## config.mk

```make
export PLATFORM = sky130hd
export DESIGN_NAME = bom_ctrl
export DESIGN_NICKNAME = d
export VERILOG_FILES = /design/src/design/bom_ctrl.v /design/src/design/bom_sync.v /design/src/design/bom_sampler.v
export VERILOG_INCLUDE_DIRS = /design/src /design/src/inc
export SDC_FILE = /design/constraint.sdc
export NUM_CORES = 1
export LEC_CHECK = 0
export ABC_CLOCK_PERIOD_IN_PS = 3150
export BUFFER_PORTS_ARGS = -buffer_cell sky130_fd_sc_hd__buf_2
export CELL_PAD_IN_SITES_DETAIL_PLACEMENT = 0
export CELL_PAD_IN_SITES_GLOBAL_PLACEMENT = 1
export CORE_MARGIN = 2
export CORE_UTILIZATION = 45
export CTS_CLUSTER_DIAMETER = 150
export CTS_CLUSTER_SIZE = 20
export DETAILED_ROUTE_END_ITERATION = 10
export PLACE_DENSITY_LB_ADDON = 0.1
export SYNTH_ARGS = -nofsm -noshare
export SYNTH_HDL_FRONTEND = slang
export SYNTH_SLANG_ARGS = --single-unit
export TNS_END_PERCENT = 5
```

## constraint.sdc

```tcl
create_clock -name clk -period 3.15 [get_ports clk]
set_input_delay 0.315 -clock clk [delete_from_list [all_inputs] [get_ports clk]]
set_output_delay 0.315 -clock clk [all_outputs]
set_load 0.1 [all_outputs]
```

## src/inc/bom_defines.vh

```
`ifndef BOM_DEFINES_VH
`define BOM_DEFINES_VH

// ----------------------------------------------------------------
// Register offsets
// ----------------------------------------------------------------
`define BOM_ADDR_W 4
`define BOM_OFF_MODE_CTRL 4'h0
`define BOM_OFF_LEVEL_CTRL 4'h1
`define BOM_OFF_EW_LEVEL 4'h8
`define BOM_OFF_EW_EARLY_WARNING_INTERRUPT_CONTROL 4'h9
`define BOM_OFF_EW_FLAGS 4'hA
`define BOM_OFF_EW_STATE 4'hB

// ----------------------------------------------------------------
// Field positions
// ----------------------------------------------------------------
`define BOM_RATE_BIT 4
`define BOM_ACT_HI 3
`define BOM_ACT_LO 2
`define BOM_SLP_HI 1
`define BOM_SLP_LO 0
`define BOM_CFG_HI 2
`define BOM_CFG_LO 1
`define BOM_IE_BIT 0
`define BOM_FLAG_BIT 0
`define BOM_TRIP_HI 7
`define BOM_TRIP_LO 5
`define BOM_EWL_HI 1
`define BOM_EWL_LO 0

// ----------------------------------------------------------------
// Encodings
// ----------------------------------------------------------------
`define BOM_MODE_DIS 2'h0
`define BOM_MODE_CONT 2'h1
`define BOM_MODE_SAMP 2'h2
`define BOM_MODE_HOLD 2'h3
`define BOM_TRIG_BELOW 2'h0
`define BOM_TRIG_ABOVE 2'h1
`define BOM_TRIG_CROSS 2'h2

// ----------------------------------------------------------------
// Timing
// ----------------------------------------------------------------
`define BOM_CLK_HZ 100000000
`define BOM_FAST_HZ 1000
`define BOM_SLOW_HZ 125
`define BOM_FAST_CYC (`BOM_CLK_HZ / `BOM_FAST_HZ)
`define BOM_SLOW_CYC (`BOM_CLK_HZ / `BOM_SLOW_HZ)

`endif

```

## src/design/bom_ctrl.v

```verilog
// Added by the designer: strobed register access.
`timescale 1ns/100ps
`include "bom_defines.vh"
module bom_ctrl #(
   parameter FAST_CYC = `BOM_FAST_CYC,
   parameter SLOW_CYC = `BOM_SLOW_CYC
) (
   input wire clk,
   input wire sys_rst,
   input wire [`BOM_ADDR_W-1:0] reg_addr,
   input wire [7:0] reg_wdata,
   input wire reg_wr,
   input wire reg_rd,
   output reg [7:0] reg_rdata,
   input wire write_protect_unlock,
   input wire [7:0] detector_config_fuse,
   input wire sleep_deep,
   input wire debug_halt,
   input wire det_below_async,
   input wire ew_below_async,
   output reg [1:0] det_mode,
   output reg det_enable,
   output reg det_strobe,
   output reg [2:0] trip_level_code,
   output reg [1:0] early_warning_level,
   output reg early_warning_enable,
   output wire continuous_hold_at_wake,
   output wire early_warning_irq
);
   // ----------------------------------------------------------------
   // Control registers.
   // ----------------------------------------------------------------
   reg rate_q;
   reg [1:0] act_q;
   reg [1:0] slp_q;
   reg [2:0] lvl_q;
   reg [1:0] ewlvl_q;
   reg [1:0] trig_q;
   reg ie_q;
   reg flag_q;
   reg state_q;
   reg prev_q;
   reg prev_ok_q;
   reg [1:0] cur_mode;
   wire [1:0] sync_w;
   wire tick_w;
   wire ev_w;
   wire eval_w;
   wire rise_w;
   wire fall_w;
   wire wr_mode_w;
   wire wr_flag_w;
   wire wr_ewlvl_w;
   wire wr_ictl_w;
   wire trig_hit_w;
   reg rate_d;
   reg [1:0] slp_d;
   reg [1:0] ewlvl_d;
   reg [1:0] trig_d;
   reg ie_d;
   reg flag_d;
   reg state_d;
   reg prev_d;
   reg prev_ok_d;

   function hit;
      input [`BOM_ADDR_W-1:0] a;
      input [`BOM_ADDR_W-1:0] off;
      begin
         hit = (a == off);
      end
   endfunction

   assign wr_mode_w = reg_wr && hit(reg_addr, `BOM_OFF_MODE_CTRL);
   assign wr_flag_w = reg_wr && hit(reg_addr, `BOM_OFF_EW_FLAGS);
   assign wr_ewlvl_w = reg_wr && hit(reg_addr, `BOM_OFF_EW_LEVEL);
   assign wr_ictl_w = reg_wr && hit(reg_addr, `BOM_OFF_EW_EARLY_WARNING_INTERRUPT_CONTROL);

   // ----------------------------------------------------------------
   // Register writes, next values.
   // ----------------------------------------------------------------
   always @* begin
      rate_d = rate_q;
      slp_d = slp_q;
      ewlvl_d = ewlvl_q;
      trig_d = trig_q;
      ie_d = ie_q;
      if (wr_mode_w) begin
         rate_d = reg_wdata[`BOM_RATE_BIT];
         if (write_protect_unlock) begin
            slp_d = reg_wdata[`BOM_SLP_HI:`BOM_SLP_LO];
         end
      end
      if (wr_ewlvl_w) begin
         ewlvl_d = reg_wdata[`BOM_EWL_HI:`BOM_EWL_LO];
      end
      if (wr_ictl_w) begin
         trig_d = reg_wdata[`BOM_CFG_HI:`BOM_CFG_LO];
         ie_d = reg_wdata[`BOM_IE_BIT];
      end
   end

   // ----------------------------------------------------------------
   // Register state; mode, rate and trip fields loaded from the fuse byte during reset, the rest cleared.
   // ----------------------------------------------------------------
   always @(posedge clk) begin
      if (sys_rst) begin
         rate_q <= detector_config_fuse[`BOM_RATE_BIT];
         act_q <= detector_config_fuse[`BOM_ACT_HI:`BOM_ACT_LO];
         slp_q <= detector_config_fuse[`BOM_SLP_HI:`BOM_SLP_LO];
         lvl_q <= detector_config_fuse[`BOM_TRIP_HI:`BOM_TRIP_LO];
         ewlvl_q <= 2'h0;
         trig_q <= 2'h0;
         ie_q <= 1'b0;
      end else begin
         rate_q <= rate_d;
         slp_q <= slp_d;
         ewlvl_q <= ewlvl_d;
         trig_q <= trig_d;
         ie_q <= ie_d;
      end
   end

   // ----------------------------------------------------------------
   // Current detector mode.
   // ----------------------------------------------------------------
   always @* begin
      if (sleep_deep) begin
         cur_mode = slp_q;
      end else if (act_q == `BOM_MODE_HOLD) begin
         cur_mode = `BOM_MODE_CONT;
      end else begin
         cur_mode = act_q;
      end
   end
   assign continuous_hold_at_wake = (act_q == `BOM_MODE_HOLD);

   bom_sampler #(
      .FAST_CYC(FAST_CYC),
      .SLOW_CYC(SLOW_CYC)
   ) u_sampler (
      .clk(clk),
      .sys_rst(sys_rst),
      .run(cur_mode == `BOM_MODE_SAMP),
      .slow_sel(rate_q),
      .tick(tick_w)
   );

   bom_sync #(
      .WIDTH(2)
   ) u_sync (
      .clk(clk),
      .sys_rst(sys_rst),
      .async_in({det_below_async, ew_below_async}),
      .sync_out(sync_w)
   );

   assign ev_w = (cur_mode == `BOM_MODE_CONT) ||
                 (cur_mode == `BOM_MODE_SAMP && tick_w);
   assign eval_w = ev_w && ie_q;
   assign fall_w = prev_ok_q && !prev_q && sync_w[0];
   assign rise_w = prev_ok_q && prev_q && !sync_w[0];
   assign trig_hit_w = (trig_q == `BOM_TRIG_BELOW && fall_w) ||
                       (trig_q == `BOM_TRIG_ABOVE && rise_w) ||
                       (trig_q == `BOM_TRIG_CROSS && (fall_w || rise_w));

   // ----------------------------------------------------------------
   // Monitor state and flag, next values.
   // ----------------------------------------------------------------
   always @* begin
      flag_d = flag_q;
      state_d = state_q;
      prev_d = prev_q;
      prev_ok_d = prev_ok_q;
      if (eval_w) begin
         state_d = sync_w[0];
         prev_d = sync_w[0];
         prev_ok_d = 1'b1;
      end else if (!ie_q || cur_mode == `BOM_MODE_DIS) begin
         prev_ok_d = 1'b0;
      end
      if (wr_flag_w && reg_wdata[`BOM_FLAG_BIT]) begin
         flag_d = 1'b0;
      end
      if (eval_w && trig_hit_w) begin
         flag_d = 1'b1;
      end
   end

   // ----------------------------------------------------------------
   // Monitor state and flag.
   // ----------------------------------------------------------------
   always @(posedge clk) begin
      if (sys_rst) begin
         flag_q <= 1'b0;
         state_q <= 1'b0;
         prev_q <= 1'b0;
         prev_ok_q <= 1'b0;
      end else begin
         flag_q <= flag_d;
         state_q <= state_d;
         prev_q <= prev_d;
         prev_ok_q <= prev_ok_d;
      end
   end

   assign early_warning_irq = ie_q && flag_q && !debug_halt;

   // ----------------------------------------------------------------
   // Analog-facing outputs.
   // ----------------------------------------------------------------
   always @(posedge clk) begin
      if (sys_rst) begin
         det_mode <= `BOM_MODE_DIS;
         det_enable <= 1'b0;
         det_strobe <= 1'b0;
         trip_level_code <= 3'h0;
         early_warning_level <= 2'h0;
         early_warning_enable <= 1'b0;
      end else begin
         det_mode <= cur_mode;
         det_enable <= (cur_mode != `BOM_MODE_DIS);
         det_strobe <= ev_w;
         trip_level_code <= lvl_q;
         early_warning_level <= ewlvl_q;
         early_warning_enable <= ie_q && (cur_mode != `BOM_MODE_DIS);
      end
   end

   // ----------------------------------------------------------------
   // Register reads, data one cycle after the strobe.
   // ----------------------------------------------------------------
   always @(posedge clk) begin
      if (sys_rst) begin
         reg_rdata <= 8'h00;
      end else if (!reg_rd) begin
         reg_rdata <= 8'h00;
      end else if (hit(reg_addr, `BOM_OFF_MODE_CTRL)) begin
         reg_rdata <= {3'h0, rate_q, act_q, slp_q};
      end else if (hit(reg_addr, `BOM_OFF_LEVEL_CTRL)) begin
         reg_rdata <= {5'h00, lvl_q};
      end else if (hit(reg_addr, `BOM_OFF_EW_LEVEL)) begin
         reg_rdata <= {6'h00, ewlvl_q};
      end else if (hit(reg_addr, `BOM_OFF_EW_EARLY_WARNING_INTERRUPT_CONTROL)) begin
         reg_rdata <= {5'h00, trig_q, ie_q};
      end else if (hit(reg_addr, `BOM_OFF_EW_FLAGS)) begin
         reg_rdata <= {7'h00, flag_q};
      end else if (hit(reg_addr, `BOM_OFF_EW_STATE)) begin
         reg_rdata <= {7'h00, state_q};
      end else begin
         reg_rdata <= 8'h00;
      end
   end
endmodule

```

## src/design/bom_sync.v

```verilog
`timescale 1ns/100ps
`include "bom_defines.vh"
module bom_sync #(
   parameter WIDTH = 2
) (
   input wire clk,
   input wire sys_rst,
   input wire [WIDTH-1:0] async_in,
   output wire [WIDTH-1:0] sync_out
);
   // ----------------------------------------------------------------
   // Two-stage synchroniser per bit.
   // ----------------------------------------------------------------
   genvar i;
   generate
      for (i = 0; i < WIDTH; i = i + 1) begin : g_bit
         reg meta_q;
         reg sync_q;
         always @(posedge clk) begin
            if (sys_rst) begin
               meta_q <= 1'b0;
               sync_q <= 1'b0;
            end else begin
               meta_q <= async_in[i];
               sync_q <= meta_q;
            end
         end
         assign sync_out[i] = sync_q;
      end
   endgenerate
endmodule

```

## src/design/bom_sampler.v

```verilog
`timescale 1ns/100ps
`include "bom_defines.vh"
module bom_sampler #(
   parameter FAST_CYC = `BOM_FAST_CYC,
   parameter SLOW_CYC = `BOM_SLOW_CYC
) (
   input wire clk,
   input wire sys_rst,
   input wire run,
   input wire slow_sel,
   output reg tick
);
   // ----------------------------------------------------------------
   // Sample enable divider, one-cycle pulse per period.
   // ----------------------------------------------------------------
   reg [23:0] cnt_q;
   wire [23:0] last_w;
   wire [31:0] fast_last_w;
   wire [31:0] slow_last_w;
   assign fast_last_w = FAST_CYC - 1;
   assign slow_last_w = SLOW_CYC - 1;
   assign last_w = slow_sel ? slow_last_w[23:0] : fast_last_w[23:0];
   always @(posedge clk) begin
      if (sys_rst) begin
         cnt_q <= 24'h000000;
         tick <= 1'b0;
      end else if (!run) begin
         cnt_q <= 24'h000000;
         tick <= 1'b0;
      end else if (cnt_q >= last_w) begin
         cnt_q <= 24'h000000;
         tick <= 1'b1;
      end else begin
         cnt_q <= cnt_q + 24'h000001;
         tick <= 1'b0;
      end
   end
endmodule

```

Word-level counts from Yosys, hierarchy flattened
Index checks and enable logic that the tools add are counted.
- $add $sub $neg: 1
- magnitude comparators: 1
- equality and inequality tests: 10
- mux-type cells: 19
- bitwise gates (word level): 2
- reductions and logical operators: 40
- operators by type and width (operator ; number):
    adder 24 x 1 -> 24 bit (second input constant) ; 1
    >= comparator 24 bit ; 1
    two-way mux 20 bit ; 1
    logical AND 1 bit ; 18
    == test 4 bit (second input constant) ; 4
    two-way mux 2 bit ; 5
    nonzero test 2 bit ; 5
    two-way mux 1 bit ; 9
    two-way mux 3 bit ; 3
    OR reduction 7 bit ; 1
    == test 2 bit (second input constant) ; 3
    logical OR 1 bit ; 5
    two-way mux 5 bit ; 1
    == test 2 x 1 -> 1 bit (second input constant) ; 2
    == test 4 x 1 -> 1 bit (second input constant) ; 1
    zero test 1 bit ; 4
    zero test 2 bit ; 2
    zero test 4 bit ; 1
    OR reduction 2 bit ; 2
    OR reduction 3 bit ; 1
    inverter 1 bit ; 2
    AND reduction 2 bit ; 1
- register bits after elaboration: 61
- input bits: 29
- output and inout bits: 20
- logic and storage cells: 95

Logic depth before layout (Yosys ltp)
Gate-level depths: netlist (run 1).
- depth after elaboration: 9
- mapped depth: 8
- gate-level depth less buffers: 7

Modules after synthesis
A second synthesis (run 1) with hierarchy kept.
- cell total of the unflattened synthesis: 263
- area, all modules: 2658.8 um2
- by module, submodules not included (module ; instances ; cells each ; area each (um2) ; sequential area each (um2)):
    bom_sampler ; 1 ; 132 ; 1270.0 ; 500.5
    bom_ctrl ; 1 ; 121 ; 1268.7 ; 700.7
    bom_sync ; 1 ; 10 ; 120.1 ; 80.1

Worst setup path before layout (run 1)
OpenSTA, ideal clock, no wires.
- path kind: reg2out
- start: reg ie_q
- end: out early_warning_irq
- data arrival time: 1692 ps
- data required time: 2835 ps
- setup slack: 1143 ps
- cell stages (with the launch flop): 3
- buffers on the path: 0
- cell sequence: dfxtp_1 nand2_1 nor2_1
- word-level cells in the longest chain between the ends: 2
- ends and longest elaborated chain (element ; line ; text):
    from (decl) ; bom_ctrl.v:39 ; reg ie_q;
    from (signal assigned) ; bom_ctrl.v:120 ; ie_q <= ie_d;
    logical AND 1 bit (2 in a row) ; bom_ctrl.v:207 ; assign early_warning_irq = ie_q && flag_q && !debug_halt;
    to (decl) ; bom_ctrl.v:28 ; output wire early_warning_irq
No other way between the ends.

Final worst setup path (run 1)
- start: reg rate_q
- end: reg u_sampler.cnt_q[3]
- word-level cells in the longest chain between the ends: 3
- ends and longest elaborated chain (element ; line ; text):
    from (decl) ; bom_ctrl.v:33 ; reg rate_q;
    from (signal assigned) ; bom_ctrl.v:108 ; rate_q <= detector_config_fuse[`BOM_RATE_BIT];
    from (signal assigned) ; bom_ctrl.v:116 ; rate_q <= rate_d;
    two-way mux 20 bit ; bom_sampler.v:22 ; assign last_w = slow_sel ? slow_last_w[23:0] : fast_last_w[23:0];
    >= comparator 24 bit ; bom_sampler.v:30 ; end else if (cnt_q >= last_w) begin
    OR reduction 3 bit (no line) ; -- ;
    to (signal assigned) ; bom_sampler.v:34 ; cnt_q <= cnt_q + 24'h000001;
    to (decl) ; bom_sampler.v:16 ; reg [23:0] cnt_q;
No other way between the ends.
A chain may end at the register's enable or synchronous reset.

==> flow_metrics.tcl, run 1 <==
set metrics [dict create \
    fillers 559 \
    synth_edf_count 8 \
    outcome "finished, final reports clean" \
    tns_ps 0 \
    max_stage_delay_ps 470 \
    p_clk_frac 0.407 \
    design.core.area_um2 5851 \
    leakage_nw 1.215 \
    hp-class "in -> reg" \
    cts_max_level 3 \
    grt_usage 0.1823 \
    crit_chain "inv_1 > ha_1 > a211o_1 > a21oi_2 > a21oi_2 > nand4bb_2 > buf_4 > nor2_2" \
    first_iter_violations 62 \
    setup_violations 0 \
    slowest_stage "edfxtp_1" \
    stdcell_count 391 \
    drc 0 \
    die-area_um2 6627 \
    wirelength_um 5268 \
    ys_ff_latch 58 \
    cp-end-kind "register" \
    power.internal_mw 1.181 \
    rr_endpoint "u_sampler.cnt_q[3]" \
    post-route-period-util 0.6927 \
    synth_area_leaders "dfxtp_1 (37%), edfxtp_1 (8.9%), ha_1 (4.6%)" \
    maxSlewViolCount 0 \
    synth_top_area_frac 0.3712 \
    postRouteAntennaNets 0 \
    synth.distinct_cells 57 \
    dp_cells 375 \
    die_w_um 81.41 \
    crit_path_frequent_cell "a21oi_2" \
    ctsRootBufferMaster "clkbuf_8" \
    powerDensity_nw_per_um2 518.1 \
    start_util 0.4609 \
    fmax_ghz 0.4583 \
    drive_above_1_share 0.2975 \
    clockBufferDepth 2 \
    finalWorstSetupSlack_ps 968.0 \
    combPwrFrac 0.110 \
    die_y_um 81.41 \
    syn_area_um2 2696 \
    clk_pin_slew_ps 70 \
    synth_common_cells "dfxtp_1 (50), nor2_1 (25), nor2_2 (18)" \
    grt_pass1_wl_um 8880 \
    grt_pass1_vias 1912 \
    vias_per_cell 5.036 \
    grt_max_degree 32 \
    gr-total-overflow 0 \
    synth_warnings 0 \
    fin_hold_ws_ps 148.9 \
    cts.sinks 58 \
    crit_start "rate_q" \
    fin_nets 350 \
    pwr-share-seq 0.484 \
    rows 28 \
    clock_latency_ps 340 \
    syn_inst 264 \
    syn-mean-instance-area_um2 10.21 \
    drtPass1Iterations 4 \
    cts_resized 0 \
    path_class "reg -> reg" \
    worst-slew-pin-transition_ps 584.9 \
    via_count 1969 \
    rsz0062_at_grt "false" \
    pre_cts_ws_ps 973.8 \
    postCtsSetupBuffers 0 \
    max-vdd-ir-drop_v 0.0003028 \
    synthArstFlopShare 0 \
    r2r-start "rate_q" \
    gp_congestion 0.7524 \
    tritoncts "built" \
    synthFlopType "dfxtp_1" \
    required_ps 3430 \
    timing.critical_path.to "u_sampler.cnt_q[3]" \
    cts_buffers 9 \
    cts_hold_buf 0 \
    crit_buf_inv 2 \
    reg2reg_depth 8 \
    cp_top_family "compound AO/OA/AOI/OAI gates" \
    synth_area_leader_cell "dfxtp_1" \
    numPortBuffers 40 \
    routedWlPerCell_um 13.47 \
    ys_seq_area_frac 0.4603 \
    yosysMostFrequentCell "dfxtp_1" \
    max_slew_margin 0.6101 \
    cp.depth 8 \
    ios 49 \
    hold_viol_final 0 \
    fin_crit_ps 2182 \
    worst_setup_path_start_kind "register" \
    syn_to_final_growth_pct 16.33 \
    dp_hpwl_um 3840 \
    switchingPower_mw 0.4444 \
    clock-skew-final_ps 5.448 \
    crit_arrival_ps 2460 \
    antenna_found_initial 0 \
    crit_fanout 13 \
    swShare 0.2734 \
    n_antenna_cell 0 \
    finish.utilization 0.5361 \
    rrSetupSlack_ps 970 \
    drv_cap 0 \
]
==> power groups by stage <==
stage               registers (mW)  clock network (mW)  logic, mW
finish                       0.786               0.661      0.179
CTS                          0.786               0.694      0.180
global route                 0.789               0.718      0.193
detailed placement           0.803                   0      0.179
floorplan                    0.856                   0     0.0884
global placement             0.802                   0      0.178
==> registers in the layout, indices dropped and copies added, names as in the netlist <==
name	count
act_q	2
det_enable	1
det_mode	2
det_strobe	1
early_warning_enable	1
early_warning_level	2
ewlvl_q	2
flag_q	1
ie_q	1
lvl_q	3
prev_ok_q	1
prev_q	1
rate_q	1
reg_rdata	5
slp_q	2
trig_q	2
trip_level_code	3
u_sampler.cnt_q	24
u_sampler.tick	1
u_sync.g_bit.meta_q	1
u_sync.g_bit.sync_q	1
==> cell type report <==
type	instances	area, um2	area share
Inverter	4	15.01	0.004787
Clock inverter	7	70.07	0.02234
Multi-Input combinational cell	196	1378	0.4392
Tap cell	75	93.84	0.02992
Clock buffer	9	123.9	0.03949
Timing Repair Buffer	42	215.2	0.06861
Sequential cell	58	1241	0.3957
==> worst min path at each step <==
stage	from	cells after the start	endpoint
floorplan	reg_addr[2]	1	reg_rdata[0]
global placement	u_sync.g_bit[0].meta_q	1	u_sync.g_bit[0].sync_q
detailed placement	u_sync.g_bit[0].meta_q	1	u_sync.g_bit[0].sync_q
CTS	detector_config_fuse[5]	1	lvl_q[0]
global route	detector_config_fuse[5]	1	lvl_q[0]
finish	detector_config_fuse[5]	1	lvl_q[0]
==> layout by cell type (no fill, tap or decap), types with 2 or more instances in the layout <==
| cell | count |
|---|---|
| dfxtp_1 | 50 |
| nand4b_1 | 2 |
| nand4_1 | 6 |
| o21ai_0 | 3 |
| conb_1 | 6 |
| nand2b_1 | 4 |
| nor3_1 | 7 |
| a21oi_1 | 6 |
| clkbuf_8 | 9 |
| clkinvlp_4 | 3 |
| ha_1 | 10 |
| o21ai_1 | 2 |
| a211oi_1 | 2 |
| buf_4 | 2 |
| a21oi_2 | 2 |
| a31oi_1 | 3 |
| buf_2 | 40 |
| inv_1 | 4 |
| and3_1 | 3 |
| or3_1 | 2 |
| nand2_1 | 15 |
| and2_1 | 2 |
| nor2_2 | 18 |
| nor3b_2 | 2 |
| mux2i_1 | 7 |
| nand3b_1 | 4 |
| mux2_2 | 3 |
| nor2_1 | 25 |
| nor2_4 | 2 |
| xnor2_1 | 8 |
| nor2b_1 | 11 |
| edfxtp_1 | 8 |
| nand3_1 | 9 |
| xor2_1 | 10 |
==> logic make-up (layout without fill, tap and decap cells) <==
| kind of cell | Yosys count | after routing | share of synthesized area |
|---|---|---|---|
| compound gates | 27 | 27 | 0.06822 |
| xor+xnor | 18 | 18 | 0.05847 |
| fa+ha+maj | 10 | 10 | 0.04640 |
| buf+inv | 15 | 62 | 0.03573 |
| flops | 58 | 58 | 0.4603 |
| mux | 11 | 11 | 0.04687 |
| other cells | 1 | 6 | 0.001391 |
| simple gates | 124 | 124 | 0.2826 |
==> layer usage <==
layer | up-vias | GRT usage | wire, um
li1 | 1006 | - | -
met1 | 912 | 0.2065 | 2362
met2 | 42 | 0.3049 | 2590
met3 | 9 | 0.05778 | 211
met4 | 0 | 0.09661 | 104
met5 | - | 0 | 0
==> worst reg2reg max path: cells and delay by family (launching register included) <==
| kind | cells | cell delay [ps] |
|---|---|---|
| AOI/OAI and AO/OA | 3 | 520 |
| buffers and inverters | 2 | 490 |
| DFF | 1 | 470 |
| and+or+nand+nor | 2 | 350 |
| adders and majority gates | 1 | 300 |
==> stage by stage <==
step           power [mW]  area [um2]
5_1_grt             1.699        3137
3_3_place_gp       0.9801        2943
2_1_floorplan      0.9448        2715
3_5_place_dp       0.9822        2943
6_report            1.625        3137
4_1_cts             1.660        3137
Power figures use the tool's default switching activity.
==> inputs of run 2 (changes only) <==
--- a/config.mk
+++ b/config.mk
@@ -6,12 +6,12 @@
 export SDC_FILE = /design/constraint.sdc
 export NUM_CORES = 1
 export LEC_CHECK = 0
-export ABC_CLOCK_PERIOD_IN_PS = 3150
+export ABC_CLOCK_PERIOD_IN_PS = 2270
 export BUFFER_PORTS_ARGS = -buffer_cell sky130_fd_sc_hd__buf_2
 export CELL_PAD_IN_SITES_DETAIL_PLACEMENT = 0
 export CELL_PAD_IN_SITES_GLOBAL_PLACEMENT = 1
 export CORE_MARGIN = 2
-export CORE_UTILIZATION = 45
+export CORE_UTILIZATION = 43
 export CTS_CLUSTER_DIAMETER = 150
 export CTS_CLUSTER_SIZE = 20
 export DETAILED_ROUTE_END_ITERATION = 10
==> constraint.sdc (replaced) <==
create_clock -name clk -period 2.27 [get_ports clk]
set_input_delay 0.227 -clock clk [delete_from_list [all_inputs] [get_ports clk]]
set_output_delay 0.227 -clock clk [all_outputs]
set_load 0.1 [all_outputs]
==> run 2 against run 1 <==
  * Critical path depth unchanged
  * Total power increased by 40%
  * Flip-flop and latch count is the same
  * Clock power up 41%
  * Utilization is 1.1 points lower
  * Via count shrank 0.76%
  * Wire length increased by 1.1%
  * Sequential power grew 39%
  * Clock skew increased by 2.5 ps
  * Worst setup slack got worse by 740 ps
  * Cell area increased by 0.36%
  * Largest cell class unchanged
==> flow_metrics.tcl, run 2 (synthesis gave the netlist of run 1 again) <==
set metrics [dict create \
    tns_ps 0 \
    path_class "reg -> reg" \
    fin_crit_ps 2038 \
    cts.sinks 58 \
    grt_pass1_vias 1821 \
    vias_per_cell 5.010 \
    design.core.area_um2 5991 \
    layout_commonest_cell "dfxtp_1" \
    antenna_found_initial 0 \
    tritoncts "built" \
    regMostFlops "u_sampler.cnt_q" \
    drv_cap 0 \
    max-vdd-ir-drop_v 0.0004112 \
    start_util 0.4501 \
    mostFrequentLayoutCells "dfxtp_1 (50), buf_2 (40), nor2_1 (25), nor2_2 (18), nand2_1 (15)" \
    fmax_ghz 0.4907 \
    die_w_um 83.19 \
    use_met1 0.2435 \
    cts_resized 0 \
    numPortBuffers 40 \
    hold_viol_final 0 \
    ios 49 \
    r2r-start "rate_q" \
    gp_congestion 0.7520 \
    reg_top3 "u_sampler.cnt_q x24, reg_rdata x5" \
    setup_violations 0 \
    die_y_um 83.19 \
    whs_endpoint "lvl_q[2]" \
    postRouteAntennaNets 0 \
    rows 28 \
    cp-end-kind "register" \
    max_slew_margin 0.5943 \
    crit_fanout 20 \
    routedWlPerCell_um 13.65 \
    cts_hold_buf 0 \
    rsz0062_at_grt "false" \
    drtPass1Iterations 4 \
    via_count 1954 \
    leakage_nw 1.225 \
    worst-slew-pin-transition_ps 608.6 \
    maxSlewViolCount 0 \
    cts_buffers 9 \
    postCtsSetupBuffers 0 \
    max_stage_delay_ps 380 \
    drc 0 \
    crit_path_frequent_cell "a21oi_2" \
    syn_to_final_growth_pct 16.75 \
    clockBufferDepth 2 \
    n_antenna_cell 0 \
    clk_pin_slew_ps 70 \
    post-route-period-util 0.8977 \
    crit_arrival_ps 2320 \
    min_from "detector_config_fuse[7]" \
    outcome "finished, final reports clean" \
    clock_latency_ps 340 \
    fin_nets 350 \
    first_iter_violations 108 \
    hp-class "in -> reg" \
    grt_pass1_wl_um 9018 \
    required_ps 2550 \
    use_met2 0.2141 \
    hold_path_depth 1 \
    dp_cells 375 \
    largest_reg_flops 24 \
    wirelength_um 5325 \
    reg2reg_depth 8 \
    drive_above_1_share 0.2952 \
    dp_hpwl_um 3846 \
    cts_max_level 3 \
    grt_usage 0.1639 \
    slowest_stage "edfxtp_1" \
    finalWorstSetupSlack_ps 232.2 \
    worst_setup_path_start_kind "register" \
    stdcell_count 390 \
    fin_hold_ws_ps 66.81 \
    rrSetupSlack_ps 230 \
    crit_chain "inv_1 > ha_1 > a211o_1 > a21oi_2 > a21oi_2 > nand4bb_2 > buf_12 > nor2_2" \
    rr_endpoint "u_sampler.cnt_q[5]" \
    ctsRootBufferMaster "clkbuf_8" \
    grt_max_degree 32 \
    die-area_um2 6920 \
    gr-total-overflow 0 \
    gr-usage-met3 0.06064 \
    top_usage_layer "met1" \
    clock-skew-final_ps 7.995 \
    powerDensity_nw_per_um2 723.0 \
    finish.utilization 0.5255 \
    pre_cts_ws_ps 230.2 \
]
run 2: layout make-up:
class | count | area (um2)
clock buffers | 11 | 141.4
repair buffers | 42 | 227.7
inverters | 4 | 15.01
fillers | 591 | 2843
clock inverters | 4 | 51.30
flip-flops and latches | 58 | 1241
well taps | 75 | 93.84
multi-input cells | 196 | 1378
run 2: metrics by stage:
step,instance area (um2),total power [mW]
finish,3148,2.276
global route,3148,2.368
detailed placement,2955,1.367
global placement,2955,1.366
CTS,3148,2.309
floorplan,2715,1.311
run 2: per-layer routing:
| layer | routed length, um | up-vias |
|---|---|---|
| met1 | 2884 | 891 |
| met4 | 101 | 0 |
| met2 | 2108 | 42 |
| met3 | 230 | 8 |
| li1 | - | 1013 |
| met5 | 0 | - |
run 2: power by group:
group          internal [mW]  leakage (nW)  total, mW  switching, mW
clock                  0.531        0.0920      0.932          0.401
sequential              1.07         0.485       1.09         0.0169
combinational         0.0667         0.648      0.254          0.188
total                   1.67          1.22       2.28          0.605
run 2: critical path: cells and delay by family (launching register included):
| family | cells | cell delay (ps) |
|---|---|---|
| flops | 1 | 380 |
| compound gates | 3 | 500 |
| buf+inv | 2 | 430 |
| simple gates | 2 | 370 |
| fa+ha+maj | 1 | 290 |
run 2: worst max path at each step:
| stage | from | to | slack, ps |
|---|---|---|---|
| after floorplan | ie_q | early_warning_irq | 350 |
| after global placement | rate_q | u_sampler.cnt_q[18] | 270 |
| after detailed placement | rate_q | u_sampler.cnt_q[5] | 230 |
| after CTS | rate_q | u_sampler.cnt_q[5] | 210 |
| after global routing | rate_q | u_sampler.cnt_q[5] | 90 |
| final | rate_q | u_sampler.cnt_q[5] | 230 |
==> inputs of run 3 (changes only) <==
--- a/config.mk
+++ b/config.mk
@@ -6,7 +6,7 @@
 export SDC_FILE = /design/constraint.sdc
 export NUM_CORES = 1
 export LEC_CHECK = 0
-export ABC_CLOCK_PERIOD_IN_PS = 2270
+export ABC_CLOCK_PERIOD_IN_PS = 2300
 export BUFFER_PORTS_ARGS = -buffer_cell sky130_fd_sc_hd__buf_2
 export CELL_PAD_IN_SITES_DETAIL_PLACEMENT = 0
 export CELL_PAD_IN_SITES_GLOBAL_PLACEMENT = 1
@@ -15,7 +15,9 @@
 export CTS_CLUSTER_DIAMETER = 150
 export CTS_CLUSTER_SIZE = 20
 export DETAILED_ROUTE_END_ITERATION = 10
+export HOLD_SLACK_MARGIN = 0.05
 export PLACE_DENSITY_LB_ADDON = 0.1
+export RECOVER_POWER = 100
 export SYNTH_ARGS = -nofsm -noshare
 export SYNTH_HDL_FRONTEND = slang
 export SYNTH_SLANG_ARGS = --single-unit
==> constraint.sdc (replaced) <==
create_clock -name clk -period 2.3 [get_ports clk]
set_input_delay 0.23 -clock clk [delete_from_list [all_inputs] [get_ports clk]]
set_output_delay 0.23 -clock clk [all_outputs]
set_load 0.1 [all_outputs]
==> run 3 against run 2 <==
  * Count of clock-buffer cells in the layout grew 1
  * Sequential power is essentially flat
  * Non-clock buffer count grew 2
  * Utilization shrank 0.84 points
  * Worst setup slack gained 21 ps
  * Clock skew grew 1.4 ps
  * Total power shrank 0.25%
  * Worst hold slack gained 3.9 ps
  * Largest cell class unchanged
  * Largest power group unchanged
  * Highest routed layer unchanged
==> flow_metrics.tcl, run 3 (synthesis gave the netlist of run 1 again) <==
set metrics [dict create \
    dp_cells 375 \
    design.core.area_um2 5991 \
    post-route-period-util 0.8898 \
    numPortBuffers 40 \
    layout_commonest_cell "dfxtp_1" \
    r2r-start "rate_q" \
    hp-class "in -> reg" \
    antenna_found_initial 0 \
    min_from "detector_config_fuse[2]" \
    via_count 1986 \
    whs_endpoint "act_q[0]" \
    clock_latency_ps 340 \
    cts_buffers 9 \
    worst_setup_path_start_kind "register" \
    grt_usage 0.1662 \
    wirelength_um 5372 \
    drc 0 \
    clk_pin_slew_ps 70 \
    die-area_um2 6920 \
    required_ps 2570 \
    drv_cap 0 \
    fillers 599 \
    use_met1 0.2393 \
    reg2reg_depth 8 \
    mostFrequentLayoutCells "dfxtp_1 (50), nor2_1 (39), buf_2 (22), clkbuf_1 (17), nand2_1 (15)" \
    start_util 0.4501 \
    use_met2 0.2258 \
    routedWlPerCell_um 13.67 \
    drive_above_1_share 0.1887 \
    max_slew_margin 0.04386 \
    tns_ps 0 \
    hold_viol_final 0 \
    maxSlewViolCount 0 \
    crit_arrival_ps 2320 \
    cp-end-kind "register" \
    rsz0062_at_grt "false" \
    setup_violations 0 \
    hold_path_depth 1 \
    cts_max_level 3 \
    top_usage_layer "met1" \
    rrSetupSlack_ps 250 \
    leakage_nw 1.165 \
    max-vdd-ir-drop_v 0.0004864 \
    grt_pass1_wl_um 9094 \
    gp_congestion 0.7494 \
    postCtsSetupBuffers 0 \
    rows 28 \
    cts.sinks 58 \
    n_antenna_cell 0 \
    stdcell_count 393 \
    fmax_ghz 0.4886 \
    fin_crit_ps 2047 \
    worst-slew-pin-transition_ps 1434 \
    rr_endpoint "u_sampler.cnt_q[11]" \
    gr-usage-met3 0.06561 \
    syn_to_final_growth_pct 14.90 \
    regMostFlops "u_sampler.cnt_q" \
    clockBufferDepth 2 \
    crit_fanout 20 \
    path_class "reg -> reg" \
    grt_max_degree 32 \
    ctsRootBufferMaster "clkbuf_8" \
    powerDensity_nw_per_um2 732.9 \
    ios 49 \
    fin_nets 352 \
    clock-skew-final_ps 9.399 \
    die_w_um 83.19 \
    postRouteAntennaNets 0 \
    reg_top3 "u_sampler.cnt_q x24, reg_rdata x5" \
    drtPass1Iterations 4 \
    cts_resized 0 \
    first_iter_violations 83 \
    gr-total-overflow 0 \
    largest_reg_flops 24 \
    tritoncts "built" \
    grt_pass1_vias 1875 \
    vias_per_cell 5.053 \
    die_y_um 83.19 \
    dp_hpwl_um 3750 \
    outcome "finished, final reports clean" \
]
[run 3: changes by cell type in the layout (fill, tap and decap cells not counted), sizes merged]
cell         previous run  this run
clkbuf                 11        30
dlygate4sd3             0         2
inv                     5         6
buf                    42        24
bufinv                  1         0
[run 3: layer usage]
| metal | vias up | share of wire |
|---|---|---|
| li1 | 1011 | - |
| met1 | 923 | 0.54 |
| met4 | 0 | 0.010 |
| met2 | 48 | 0.40 |
| met3 | 4 | 0.050 |
| met5 | - | 0 |
[run 3: area by class of cell]
type	instances	area, um2	share of cell area
flip-flops and latches	58	1241	0.4006
multi-input cells	196	1328	0.4285
clock buffers	12	176.4	0.05695
well taps	75	93.84	0.03029
repair buffers	44	214.0	0.06906
clock inverters	4	30.03	0.009693
inverters	4	15.01	0.004847
[run 3: what timing repair did]
item / 4_1_cts / 5_1_grt
setup endpoints to repair: 0 / 0
hold endpoints to repair: 0 / 2
hold buffers: 0 / 2
[run 3: report_power, final]
group | leakage, nW | total (mW) | switching (mW) | internal, mW
clock | 0.101 | 0.948 | 0.428 | 0.519
combinational | 0.580 | 0.247 | 0.184 | 0.0631
sequential | 0.485 | 1.08 | 0.0168 | 1.06
total | 1.17 | 2.27 | 0.629 | 1.64
[run 3: per-stage QoR]
step / setup slack, ps / cell area, um2 / hold WS [ps] / util / power [mW]
finish: 253.4 / 3098 / 70.67 / 0.5171 / 2.270
detailed placement: 276.2 / 2955 / 408.1 / 0.4933 / 1.348
floorplan: 378.3 / 2715 / 306.8 / - / 1.294
global route: 82.89 / 3098 / 55.09 / 0.5171 / 2.357
global placement: 306.8 / 2955 / 408.6 / 0.4933 / 1.348
CTS: 262.7 / 3162 / 54.83 / 0.5278 / 2.297
[run 3: worst max path at each step]
stage | startpoint | to | slack, ps | cells after the start
floorplan | ie_q | early_warning_irq | 380 | 2
global placement | rate_q | u_sampler.cnt_q[18] | 310 | 8
detailed placement | rate_q | u_sampler.cnt_q[9] | 280 | 8
CTS | rate_q | u_sampler.cnt_q[11] | 260 | 8
global route | rate_q | u_sampler.cnt_q[4] | 80 | 8
finish | rate_q | u_sampler.cnt_q[11] | 250 | 8
[run 3: worst max-delay path: stages (launching register included)]
cell and delay, ps:
edfxtp_1 380, inv_1 240, ha_1 300, a211o_1 270
a21oi_2 130, a21oi_1 80, nand4bb_2 210, buf_4 230
nor2_1 130
